[config.mk]
export PLATFORM = sky130hd
export DESIGN_NAME = ussm_status
export DESIGN_NICKNAME = d
export VERILOG_FILES = /design/src/verilog/ussm_pkg.sv /design/src/verilog/ussm_sticky_if.sv /design/src/verilog/ussm_sticky.sv /design/src/verilog/ussm_status.sv
export SDC_FILE = /design/constraint.sdc
export NUM_CORES = 1
export LEC_CHECK = 0
export ABC_AREA = 1
export BUFFER_PORTS_ARGS = -buffer_cell sky130_fd_sc_hd__clkbuf_2
export CORE_ASPECT_RATIO = 1.5
export CORE_UTILIZATION = 25
export DETAILED_ROUTE_END_ITERATION = 10
export SLEW_MARGIN = 20
export SYNTH_ARGS = -nofsm -noshare
export SYNTH_HDL_FRONTEND = slang
export SYNTH_SLANG_ARGS = --single-unit
[constraint.sdc]
create_clock -name sys_clk -period 3 [get_ports sys_clk]
set_clock_uncertainty 0.2 [all_clocks]
set_input_delay 0.75 -clock sys_clk [delete_from_list [all_inputs] [get_ports sys_clk]]
set_output_delay 0.75 -clock sys_clk [all_outputs]
set_load 0.01 [all_outputs]
[src/verilog/ussm_pkg.sv]
/*
 status flag and interrupt mask package for the serial controller status block.
 assumes a word-addressed register port with byte offsets; one 25 MHz clock.
*/
package ussm_pkg;
	localparam logic [31:0] OFS_IER = 32'hfff8_c008;
	localparam logic [31:0] OFS_IDR = 32'hfff8_c00c;
	localparam logic [31:0] OFS_IMR = 32'hfff8_c010;
	localparam logic [31:0] OFS_CSR = 32'hfff8_c014;
	localparam logic [31:0] MASK_VALID = 32'h3f08_ffff;
	localparam logic [31:0] MASK_RESET = 32'h0000_0000;
	localparam logic [3:0] MODE_LIN_MASTER = 4'ha;
	localparam logic [3:0] MODE_LIN_SLAVE = 4'hb;
	localparam logic [3:0] MODE_SPI_SLAVE = 4'hf;
	localparam int B_RX_CHAR_READY = 0;
	localparam int B_TX_HOLDING_FREE = 1;
	localparam int B_BRK = 2;
	localparam int B_RXDONE = 3;
	localparam int B_TXDONE = 4;
	localparam int B_OVR = 5;
	localparam int B_FRM = 6;
	localparam int B_PAR = 7;
	localparam int B_TMO = 8;
	localparam int B_TXEMP = 9;
	localparam int B_REP = 10;
	localparam int B_TXBE = 11;
	localparam int B_RXBF = 12;
	localparam int B_NKBK = 13;
	localparam int B_LID = 14;
	localparam int B_LTC = 15;
	localparam int B_CTSC = 19;
	localparam int B_CTS = 23;
	localparam int B_MAN = 24;
	localparam int B_LBE = 25;
	localparam int B_LSF = 26;
	localparam int B_LIP = 27;
	localparam int B_LCE = 28;
	localparam int B_LSN = 29;
endpackage : ussm_pkg

[src/verilog/ussm_sticky_if.sv]
/*
 carrier for the sticky flag cells: shared clear terms.
 assumes one clock domain.
*/
`timescale 1ns/10ps
interface ussm_sticky_if;
	logic clr_sta;
	logic clr_nack;
	modport src (output clr_sta, output clr_nack);
	modport dst (input clr_sta, input clr_nack);
endinterface : ussm_sticky_if

[src/verilog/ussm_sticky.sv]
/*
 one sticky flag cell; set wins over clear.
 assumes synchronous set and clear pulses.
*/
`timescale 1ns/10ps
module ussm_sticky (
	// clock and reset
	input wire logic sys_clk,
	input wire logic rst_n,
	// control
	input wire logic set,
	input wire logic clr,
	// state
	output logic flag
);
	always_ff @(posedge sys_clk or negedge rst_n)
	begin
		if (!rst_n)
			flag <= 1'b0;
		else if (set)
			flag <= 1'b1;
		else if (clr)
			flag <= 1'b0;
	end
endmodule : ussm_sticky

[src/verilog/ussm_status.sv]
/*
 status flags, mask register and interrupt line of the serial controller.
 assumes event inputs are one-cycle pulses synchronous to sys_clk and the
 register port strobes are one cycle, read data valid the cycle after.
*/
// Added by the designer: the strobed register port.
`timescale 1ns/10ps
module ussm_status
	import ussm_pkg::*;
(
	// clock and reset
	input wire logic sys_clk,
	input wire logic rst_n,
	// register port
	input wire logic [31:0] reg_addr,
	input wire logic [31:0] reg_wdata,
	input wire logic reg_wr,
	input wire logic reg_rd,
	output logic [31:0] reg_rdata,
	// commands and mode
	input wire logic reset_status_cmd,
	input wire logic reset_nonack_cmd,
	input wire logic start_break_cmd,
	input wire logic start_timeout_cmd,
	input wire logic [3:0] usart_mode,
	input wire logic timeout_value_zero,
	// receiver
	input wire logic rx_enabled,
	input wire logic rx_char_done,
	input wire logic rx_busy,
	input wire logic receive_holding_read,
	input wire logic rx_break_evt,
	input wire logic rx_overrun_evt,
	input wire logic rx_stop_low_evt,
	input wire logic rx_parity_evt,
	input wire logic rx_timeout_evt,
	// transmitter
	input wire logic tx_enabled,
	input wire logic transmit_holding_full,
	input wire logic tx_shift_busy,
	input wire logic break_pending,
	// protocol events
	input wire logic max_repeat_evt,
	input wire logic spi_underrun_evt,
	input wire logic nack_evt,
	input wire logic lin_break_evt,
	input wire logic lin_id_evt,
	input wire logic lin_done_evt,
	input wire logic manchester_evt,
	input wire logic [4:0] lin_fault_evt,
	// dma channel signals
	input wire logic rx_dma_done,
	input wire logic tx_dma_done,
	input wire logic tx_dma_buffer_empty,
	input wire logic rx_dma_buffer_full,
	// pins
	input wire logic cts_in,
	// interrupt
	output logic irq
);
	ussm_sticky_if clr_bus ();
	logic [31:0] interrupt_mask_view;
	logic [31:0] channel_status;
	logic rx_char_ready;
	logic rx_cut;
	logic tx_holding_free;
	logic tx_fully_drained;
	logic cts_prev;
	logic cts_primed;
	logic clear_to_send_changed;
	logic is_lin;
	logic csr_read;
	// sticky flags, one latch each, plus the unlatched bit 13 select
	logic break_seen;
	logic overrun_flag;
	logic framing_fault;
	logic parity_fault;
	logic timeout_flag;
	logic max_repeats_hit;
	logic lin_break_flag;
	logic identifier_event;
	logic lin_transfer_done;
	logic manchester_fault;
	logic lin_bit_fault;
	logic sync_field_mismatch;
	logic identifier_parity_fault;
	logic checksum_fault;
	logic slave_silent_fault;
	logic nonack_flag;
	logic nonack_or_break_event;

	assign clr_bus.clr_sta = reset_status_cmd;
	assign clr_bus.clr_nack = reset_nonack_cmd;
	assign is_lin = (usart_mode == MODE_LIN_MASTER) || (usart_mode == MODE_LIN_SLAVE);
	assign csr_read = reg_rd && (reg_addr == OFS_CSR);
	// a start-break command counts as pending in its own cycle, before the transmitter answers
	assign tx_holding_free = tx_enabled && !transmit_holding_full && !break_pending && !start_break_cmd;
	assign tx_fully_drained = tx_enabled && !transmit_holding_full && !tx_shift_busy;
	// bit 13 shows the nack latch outside LIN and the break latch inside it
	assign nonack_or_break_event = is_lin ? lin_break_flag : nonack_flag;

	// receive ready and the memory of a cut reception
	always_ff @(posedge sys_clk or negedge rst_n)
	begin
		if (!rst_n)
			rx_cut <= 1'b0;
		else if (!rx_enabled && rx_busy)
			rx_cut <= 1'b1;
		else if (rx_enabled)
			rx_cut <= 1'b0;
	end

	always_ff @(posedge sys_clk or negedge rst_n)
	begin
		if (!rst_n)
			rx_char_ready <= 1'b0;
		else if (rx_enabled && (rx_char_done || rx_cut))
			rx_char_ready <= 1'b1;
		else if (receive_holding_read || !rx_enabled)
			rx_char_ready <= 1'b0;
	end

	// receiver flags, cleared by reset-status
	ussm_sticky u_break (
		.sys_clk(sys_clk),
		.rst_n(rst_n),
		.set(rx_break_evt),
		.clr(clr_bus.clr_sta),
		.flag(break_seen)
	);

	ussm_sticky u_overrun (
		.sys_clk(sys_clk),
		.rst_n(rst_n),
		.set(rx_overrun_evt),
		.clr(clr_bus.clr_sta),
		.flag(overrun_flag)
	);

	ussm_sticky u_framing (
		.sys_clk(sys_clk),
		.rst_n(rst_n),
		.set(rx_stop_low_evt),
		.clr(clr_bus.clr_sta),
		.flag(framing_fault)
	);

	ussm_sticky u_parity (
		.sys_clk(sys_clk),
		.rst_n(rst_n),
		.set(rx_parity_evt),
		.clr(clr_bus.clr_sta),
		.flag(parity_fault)
	);

	// time-out flag: only start-timeout clears it; a zero time-out value keeps it off
	ussm_sticky u_timeout (
		.sys_clk(sys_clk),
		.rst_n(rst_n),
		.set(rx_timeout_evt && !timeout_value_zero),
		.clr(start_timeout_cmd),
		.flag(timeout_flag)
	);

	// bit 10 flags the repetition limit, or underruns while in spi slave mode
	ussm_sticky u_repeat (
		.sys_clk(sys_clk),
		.rst_n(rst_n),
		.set((usart_mode == MODE_SPI_SLAVE) ? spi_underrun_evt : max_repeat_evt),
		.clr(clr_bus.clr_sta),
		.flag(max_repeats_hit)
	);

	// LIN events; the break latch is kept apart from the nack latch
	ussm_sticky u_lin_break (
		.sys_clk(sys_clk),
		.rst_n(rst_n),
		.set(is_lin && lin_break_evt),
		.clr(clr_bus.clr_sta),
		.flag(lin_break_flag)
	);

	ussm_sticky u_lin_id (
		.sys_clk(sys_clk),
		.rst_n(rst_n),
		.set(lin_id_evt),
		.clr(clr_bus.clr_sta),
		.flag(identifier_event)
	);

	ussm_sticky u_lin_done (
		.sys_clk(sys_clk),
		.rst_n(rst_n),
		.set(lin_done_evt),
		.clr(clr_bus.clr_sta),
		.flag(lin_transfer_done)
	);

	// manchester decoder error
	ussm_sticky u_manchester (
		.sys_clk(sys_clk),
		.rst_n(rst_n),
		.set(manchester_evt),
		.clr(clr_bus.clr_sta),
		.flag(manchester_fault)
	);

	// LIN errors, status bits 25 up to 29
	ussm_sticky u_lin_bit (
		.sys_clk(sys_clk),
		.rst_n(rst_n),
		.set(lin_fault_evt[0]),
		.clr(clr_bus.clr_sta),
		.flag(lin_bit_fault)
	);

	ussm_sticky u_sync_field (
		.sys_clk(sys_clk),
		.rst_n(rst_n),
		.set(lin_fault_evt[1] && (usart_mode == MODE_LIN_SLAVE)),
		.clr(clr_bus.clr_sta),
		.flag(sync_field_mismatch)
	);

	ussm_sticky u_id_parity (
		.sys_clk(sys_clk),
		.rst_n(rst_n),
		.set(lin_fault_evt[2]),
		.clr(clr_bus.clr_sta),
		.flag(identifier_parity_fault)
	);

	ussm_sticky u_checksum (
		.sys_clk(sys_clk),
		.rst_n(rst_n),
		.set(lin_fault_evt[3]),
		.clr(clr_bus.clr_sta),
		.flag(checksum_fault)
	);

	ussm_sticky u_slave_silent (
		.sys_clk(sys_clk),
		.rst_n(rst_n),
		.set(lin_fault_evt[4]),
		.clr(clr_bus.clr_sta),
		.flag(slave_silent_fault)
	);

	// non-acknowledge outside LIN, only reset-nonack clears
	ussm_sticky u_nack (
		.sys_clk(sys_clk),
		.rst_n(rst_n),
		.set(!is_lin && nack_evt),
		.clr(clr_bus.clr_nack),
		.flag(nonack_flag)
	);

	// cts change detect, cleared by status read with set winning;
	// the first edge after reset only loads the image, so a line idling high raises no change
	always_ff @(posedge sys_clk or negedge rst_n)
	begin
		if (!rst_n)
			cts_prev <= 1'b0;
		else
			cts_prev <= cts_in;
	end

	always_ff @(posedge sys_clk or negedge rst_n)
	begin
		if (!rst_n)
			cts_primed <= 1'b0;
		else
			cts_primed <= 1'b1;
	end

	// a change in the very first cycle after reset is not seen
	always_ff @(posedge sys_clk or negedge rst_n)
	begin
		if (!rst_n)
			clear_to_send_changed <= 1'b0;
		else if (cts_primed && (cts_in != cts_prev))
			clear_to_send_changed <= 1'b1;
		else if (csr_read)
			clear_to_send_changed <= 1'b0;
	end

	// channel status assembly
	always_comb
	begin
		channel_status = '0;
		channel_status[B_RX_CHAR_READY] = rx_char_ready;
		channel_status[B_TX_HOLDING_FREE] = tx_holding_free;
		channel_status[B_BRK] = break_seen;
		channel_status[B_RXDONE] = rx_dma_done;
		channel_status[B_TXDONE] = tx_dma_done;
		channel_status[B_OVR] = overrun_flag;
		channel_status[B_FRM] = framing_fault;
		channel_status[B_PAR] = parity_fault;
		channel_status[B_TMO] = timeout_flag && !timeout_value_zero;
		channel_status[B_TXEMP] = tx_fully_drained;
		channel_status[B_REP] = max_repeats_hit;
		channel_status[B_TXBE] = tx_dma_buffer_empty;
		channel_status[B_RXBF] = rx_dma_buffer_full;
		channel_status[B_NKBK] = nonack_or_break_event;
		channel_status[B_LID] = identifier_event;
		channel_status[B_LTC] = lin_transfer_done;
		channel_status[B_CTSC] = clear_to_send_changed;
		channel_status[B_CTS] = cts_in;
		channel_status[B_MAN] = manchester_fault;
		channel_status[B_LBE] = lin_bit_fault;
		channel_status[B_LSF] = sync_field_mismatch;
		channel_status[B_LIP] = identifier_parity_fault;
		channel_status[B_LCE] = checksum_fault;
		channel_status[B_LSN] = slave_silent_fault;
	end

	// mask set and clear through write-only ports
	always_ff @(posedge sys_clk or negedge rst_n)
	begin
		if (!rst_n)
			interrupt_mask_view <= MASK_RESET;
		else if (reg_wr && reg_addr == OFS_IER)
			interrupt_mask_view <= interrupt_mask_view | (reg_wdata & MASK_VALID);
		else if (reg_wr && reg_addr == OFS_IDR)
			interrupt_mask_view <= interrupt_mask_view & ~reg_wdata;
	end

	// read data, one cycle after the strobe; unmapped reads zero
	always_ff @(posedge sys_clk or negedge rst_n)
	begin
		if (!rst_n)
			reg_rdata <= '0;
		else if (reg_rd && reg_addr == OFS_IMR)
			reg_rdata <= interrupt_mask_view;
		else if (csr_read)
			reg_rdata <= channel_status;
		else
			reg_rdata <= '0;
	end

	// registered, so the line trails a flag or mask change by one cycle
	always_ff @(posedge sys_clk or negedge rst_n)
	begin
		if (!rst_n)
			irq <= 1'b0;
		else
			irq <= |(channel_status & interrupt_mask_view);
	end
endmodule : ussm_status

## Yosys cells after proc, flatten, opt, wreduce, memory -nomap -nowiden

Index checks and enable logic that the tools add are counted.

- Div/mod/pow operators: 0
- Bitwise logic cells: 4
- $lt $le $gt $ge: 0
- Reduce and logical (&&, ||, !) cells: 47
- Multiply operators: 0
- Shift-type cells: 0
- $add $sub $neg: 0
- Mux-type cells: 31
- Eq/ne operators: 8

Operator list:

| kind | count |
|---|---|
| $eq A32 B32 Y1 const B | 4 |
| $mux W32 | 3 |
| $reduce_bool A2 Y1 | 20 |
| $and A30 B32 Y32 | 1 |
| $and A32 B32 Y32 | 1 |
| $not A32 Y32 | 1 |
| $or A32 B30 Y32 | 1 |
| $reduce_or A32 Y1 | 1 |
| $mux W30 | 1 |
| $mux W1 | 27 |
| $logic_and A1 B1 Y1 | 16 |
| $eq A4 B4 Y1 const B | 3 |
| $logic_not A1 Y1 | 7 |
| $logic_or A1 B1 Y1 | 3 |
| $ne A1 B1 Y1 | 1 |

- Memories kept: 0
- ROM bits: 0
- Bits in latches: 0
- Output and inout port bits: 33
- RAM bits: 0
- Input bits: 107
- Flip-flop bits (word level): 86

## Depth between registers and ports, before layout

Gate-level depths: netlist of run 1.

- Depth in word-level cells: 6
- Mapped depth: 10
- Depth with buffers taken out: 9

## Modules after synthesis

Synthesis of run 1 repeated with hierarchy kept, for this count alone.

- Cell total of the unflattened synthesis: 503
- Area, all modules: 4129.0 um2

Modules (own cells, without submodules):

| module | area an instance (um2) | times used | cells an instance | sequential area each (um2) |
|---|---|---|---|---|
| ussm_status | 3488.3 | 1 | 423 | 1751.7 |
| ussm_sticky | 40.0 | 16 | 5 | 25.0 |

## Worst setup path before layout of run 1

No wires, ideal clock.

- Kind: input-to-reg
- Start: in reg_addr[10]
- End: reg reg_rdata[13]
- Setup slack: 1.119 ns
- Library setup time: 0.118 ns
- Data arrival time: 1.564 ns
- Path buffers: 1
- Data required time: 2.682 ns
- Cell stages on the path: 9
- Path through: inv_1 > nand2_1 > nor2_1 > nand2_1 > nor2_4 > nand3_2 > buf_2 > nand3_1 > nand2_1

- Longest elaborated chain between the ends: 4
- Elaborated cells on any way between the ends: 6

Ends and longest elaborated chain:

| element | line | RTL |
|---|---|---|
| start, declared | ussm_status.sv:15 | `input wire logic [31:0] reg_addr,` |
| $eq A32 B32 Y1 | ussm_status.sv:95 | `assign csr_read = reg_rd && (reg_addr == OFS_CSR);` |
| $logic_and A1 B1 Y1 | ussm_status.sv:95 |  |
| $mux W30 | ussm_status.sv:335 | `else if (csr_read)` |
| $mux W32 * | ussm_status.sv:333 | `else if (reg_rd && reg_addr == OFS_IMR)` |
| end signal, assigned | ussm_status.sv:334 | `reg_rdata <= interrupt_mask_view;` |
| end signal, assigned | ussm_status.sv:336 | `reg_rdata <= channel_status;` |
| end, declared | ussm_status.sv:19 | `output logic [31:0] reg_rdata,` |

Every way passes the cells marked *; elsewhere a longest branch is shown, timed or not.
A chain may end at the register's enable or synchronous reset.

## Worst setup path after layout of run 1

- Start: in reg_addr[18]
- End: reg reg_rdata[1]

Same word-level chain as after synthesis.

==> results of run 1 <==
## layout make-up
cell class / instances / area share (%)
Tap cell: 203 / 4.76
Inverter: 79 / 5.56
Timing Repair Buffer: 150 / 14.9
Antenna cell: 2 / 0.0939
Clock buffer: 11 / 4.74
Sequential cell: 86 / 40.4
Clock inverter: 5 / 0.774
Multi-Input combinational cell: 309 / 28.8
## cell families after synthesis
logic type / synth area share (%)
AND/OR/NAND/NOR: 28.8
flip-flops: 52.6
other: 0.0917
AO/OA/AOI/OAI: 8.60
buffers and inverters: 9.85
## through the flow
stage                     util [%]  worst slack (ns)  power, mW  instances  hold slack [ns]
after floorplan                  -              1.12       1.26        492            0.242
after global placement        31.8             0.691       1.39        827            0.260
after detailed placement      31.8             0.681       1.39        827            0.263
after CTS                     33.6              1.04       2.48        843            0.177
after global routing          33.7             0.903       2.56        845            0.190
final                         33.7              1.05       2.45        845            0.158
## power by group through the flow
stage / Clock [mW] / Combinational [mW] / Sequential, mW
global placement: 0 / 0.177 / 1.21
CTS: 1.11 / 0.180 / 1.19
detailed placement: 0 / 0.180 / 1.21
finish: 1.09 / 0.176 / 1.19
global route: 1.17 / 0.201 / 1.19
floorplan: 0 / 0.0532 / 1.21
## cell usage after synthesis (all sizes together) (5+ instances only)
master / n
buf: 17
dfrtp: 86
inv: 79
nand2: 132
nand3: 8
nand4: 51
nor2: 64
o21ai: 31
o21bai: 11
o22ai: 5
## layout by cell type (no fill, tap or decap)
cell type	Yosys	final
inv_1	78	78
clkbuf_16	0	9
nand4_1	51	51
inv_2	1	1
a31oi_1	1	1
buf_12	0	1
o21ai_0	10	10
buf_4	2	11
conb_1	1	1
nand2_2	1	1
nand3_1	5	5
o21ai_2	16	16
o31a_1	1	1
clkinvlp_4	0	2
nor2_4	3	3
nand3_2	3	3
nand3b_1	1	1
dfrtp_1	86	86
nor2_1	56	55
a21boi_0	1	1
diode_2	0	2
o22ai_1	5	5
or2_2	1	1
clkbuf_2	0	138
nand2_1	131	131
nor2_8	1	1
o21bai_1	11	11
clkinv_4	0	2
inv_6	0	1
nor2_2	4	5
clkbuf_8	0	2
nor3_1	1	1
o21ai_1	5	5
## worst paths after layout
path | startpoint | to | slack, ns | cells after the start
worst min register to register | flop | flop | 0.27 | 2
min in group sys_clk | flop | flop | 0.27 | 2
max in group asynchronous | rst_n | u_lin_break.flag$_DFFE_PN0P_ | 1.81 | 2
worst max register to register | flop | irq$_DFF_PN0_ | 1.60 | 6
worst max-delay path | reg_addr[18] | reg_rdata[1]$_DFF_PN0_ | 1.05 | 9
worst min-delay path | rst_n | reg_rdata[9]$_DFF_PN0_ | 0.16 | 1
## layer usage
layer / global-route usage (%) / part of all wire, % / up-vias
met5: 0 / 0 / -
met4: 5.94 / 2.0 / 0
met1: 16.8 / 41 / 1667
li1: - / - / 1857
met3: 3.68 / 5.7 / 11
met2: 24.6 / 51 / 115
## worst register-to-register path: stages (launching register included)
cell and delay [ns]:
dfrtp_1 0.41, nand2_1 0.08, nand2_1 0.08, nor2_1 0.13, nand4_1 0.09, nor2_1 0.14
nand3_1 0.13
==> results_dict.tcl, run 1 <==
set metrics [dict create \
    gp_congestion 0.760 \
    avgSynthCellArea_um2 8.31 \
    nFillCells 1728 \
    die_h_um 159 \
    ys_seq_elements 86 \
    cts_hold_buffers 0 \
    die_x_um 106 \
    synth_area_um2 4090 \
    synth_flop_cell "dfrtp_1" \
    power.share.switching_pct 23.8 \
    synth_top_area_cell "dfrtp_1" \
    p_int_mw 1.87 \
    crit_required_ns 3.06 \
    cp_top_family "simple AND/OR/NAND/NOR gates" \
    port_buffers 139 \
    critPathArrivalTime_ns 2.01 \
    syn_to_final_growth_pct 30.4 \
    wl_per_cell_um 13.5 \
    worstSkewPairLatency_ns 0.34 \
    multi_input_area_um2 1540 \
    post-route-period-util_pct 65.1 \
    cts_made_buffers 9 \
    placed_cell_area_um2 5030 \
    post-route-min-period_ns 1.95 \
    grtUsageTotal_pct 14.3 \
    setup_viol 0 \
    critPathKind "in -> reg" \
    netSwitchingPower_uw 583 \
    ys_seq_area_share_pct 52.6 \
    p_comb_share_pct 7.2 \
    cts_tree "done" \
    drt_iter0_markers 207 \
    postCtsSetupBuffers 0 \
    fin_nets 742 \
    cts_resized 0 \
    grt_max_degree 37 \
    vias 3650 \
    rsz0062_at_grt "no" \
    vdd_drop_max_mv 0.317 \
    worst-path-buf-inv 3 \
    ys_types 28 \
    synth_nets 599 \
    drc 0 \
    seq_area_um2 2150 \
    grt_pass1_vias 3416 \
    clk_pin_slew_ns 0.07 \
    status "completed" \
    root_buffer "clkbuf_16" \
    drv_cap 0 \
    crit_path_frequent_cell "nand2_1" \
    synth_edf_count 0 \
    p_leak_nw 2.86 \
    hpwl_mm 8.69 \
    dieArea_um2 16900 \
    drive_above_1_share_pct 30.8 \
    p_clk_share_pct 44.4 \
    clockBufferDepth 2 \
    async_reset_ff_share_pct 100 \
    tns_ns 0 \
    synthCells 492 \
    p_seq_share_pct 48.5 \
    grt_pass1_wl_mm 18.2 \
    end_kind "flop" \
    power.density_nw_per_um2 460 \
    synth_top_area_share_pct 52.6 \
    netlist_top_cells_area "dfrtp_1 (53%), nand2_1 (12%), nand4_1 (7.8%), inv_1 (7.2%), nor2_1 (5.1%)" \
    design_area_um2 5330 \
    ios 140 \
    hp-class "in -> async" \
    crit_path_start_kind "primary input" \
    rows 56 \
    wl_mm 11.4 \
    hold_viol 0 \
    routed_via_density 4.32 \
    start_util_pct 25.8 \
    slowest_delay_ns 0.29 \
    antenna_found_initial 2 \
    ys_warn_count 0 \
    firstDrtPassIters 4 \
    clock_sinks 86 \
    cp_slowest_cell "buf_4" \
    grt_overflow 0 \
    crit_fanout 32 \
    maxSlewViolCount 0 \
    clock.fmax_mhz 512 \
    core_um2 15800 \
    ant_nets 0 \
    crit_chain "clkbuf_2 > inv_1 > nand2_1 > nor2_1 > nand2_1 > nor2_4 > nand3_2 > buf_4 > o21ai_0" \
    h-tree-depth 3 \
]
(Power assumes the default switching activity.)
==> run 2: changes to the inputs <==
clock period = 1.72 ns   (was 3 ns; I/O delays follow)
==> run 2 against run 1 <==
Compared with the run above: combinational power up 85%; power up 82%; sequential share of layout area down 1.6 points; count of clock-buffer cells in the layout down 1; clock power up 89%; sequential cell count unchanged; sequential power up 74%; final cell count up 1.8%; hold slack worse by 0.10 ns; non-clock buffer count up 15; core utilization up 1.4 points; global-route usage up 0.28 points; largest cell class unchanged.
==> results_dict.tcl, run 2 (same netlist as run 1, synthesis figures left out) <==
set metrics [dict create \
    wl_mm 11.6 \
    start_util_pct 25.8 \
    clk_pin_slew_ns 0.07 \
    crit_required_ns 1.09 \
    clock_sinks 86 \
    drv_cap 0 \
    placed_cell_area_um2 5230 \
    grt_pass1_vias 3528 \
    fin_nets 757 \
    crit_chain "clkbuf_2" \
    drt_iter0_markers 181 \
    rsz0062_at_grt "no" \
    p_leak_nw 2.97 \
    wl_per_cell_um 13.4 \
    grtUsageTotal_pct 14.6 \
    post-route-min-period_ns 1.48 \
    post-route-period-util_pct 86.1 \
    die_h_um 159 \
    dieArea_um2 16900 \
    ant_nets 0 \
    final_core_util_pct 35.1 \
    grt_max_degree 26 \
    drive_above_1_share_pct 32.0 \
    setup_viol 0 \
    power.density_nw_per_um2 802 \
    drc 0 \
    core_um2 15800 \
    gp_congestion 0.805 \
    cts_resized 0 \
    clock.fmax_mhz 675 \
    crit_fanout 1 \
    h-tree-depth 3 \
    routed_via_density 4.33 \
    slowest_delay_ns 0.37 \
    critPathKind "reg -> out" \
    cts_made_buffers 9 \
    die_x_um 106 \
    antenna_found_initial 3 \
    port_buffers 139 \
    layoutNonFillerInstCount 860 \
    syn_to_final_growth_pct 35.9 \
    maxSlewViolCount 0 \
    dp.cells 841 \
    layout_commonest_cell "clkbuf_2" \
    cp_top_family "flip-flops" \
    status "completed" \
    critPathArrivalTime_ns 0.85 \
    power_mw 4.46 \
    fin_hold_ws_ns 0.0554 \
    hp-class "in -> reg" \
    end_kind "primary output" \
    clockBufferDepth 2 \
    grt_overflow 0 \
    worst-path-buf-inv 1 \
    crit_path_start_kind "flop" \
    vias 3725 \
    final_cell_mix "clkbuf_2 (138), nand2_1 (131), dfrtp_1 (86)" \
    hpwl_mm 9.11 \
    vdd_drop_max_mv 0.448 \
    root_buffer "clkbuf_16" \
    firstDrtPassIters 4 \
    hold_viol 0 \
    ios 140 \
    worstSkewPairLatency_ns 0.33 \
    design_area_um2 5560 \
    grt_pass1_wl_mm 18.4 \
    cp_slowest_cell "dfrtp_1" \
    cts_tree "done" \
    rows 56 \
]
==> run 2: power by group <==
part | switching (mW) | internal, mW
clock network | 0.787 | 1.27
registers | 0.0182 | 2.06
logic | 0.172 | 0.153
total | 0.978 | 3.48
==> run 2: cell type report <==
cell class	count	area (um^2)
fill	1721	10300
sequential	86	2150
multi-input combinational	309	1540
timing repair buffer	165	996
inverter	79	297
tap	203	254
clock buffer	10	229
clock inverter	5	83.8
antenna	3	7.51
==> run 2: worst paths after layout <==
check	startpoint	end	slack, ns	cells after the start
worst max-delay path	reg_rdata[0]$_DFF_PN0_	reg_rdata[0]	0.24	1
worst min register to register	flop	flop	0.27	2
max in group asynchronous	rst_n	reg_rdata[26]$_DFF_PN0_	0.51	3
min in group asynchronous	rst_n	u_break.flag$_DFFE_PN0P_	0.33	2
worst min-delay path	rx_enabled	rx_cut$_DFFE_PN0P_	0.06	2
worst max register to register	interrupt_mask_view[23]$_DFFE_PN0P_	irq$_DFF_PN0_	0.36	6
==> run 2: per-stage QoR <==
stage | worst slack [ns] | TNS [ns]
floorplan | 0.159 | 0
global placement | -0.0929 | -1.58
detailed placement | -0.123 | -2.87
CTS | 0.214 | 0
global route | 0.111 | 0
finish | 0.239 | 0
==> run 2: repair_timing <==
action / CTS / global route
setup buffers: 0 / 0
endpoints found under the setup margin: 0 / 0
hold buffers: 1 / 0
hold endpoints to repair: 17 / 0
==> run 2: routing by layer <==
metal	vias up	wire [um]	global-route usage (%)	share of wire [%]
met5	-	0	0	0
met4	0	393	7.70	3.4
met3	21	740	3.52	6.4
met2	129	6030	26.1	52
met1	1691	4410	15.8	38
li1	1884	-	-	-
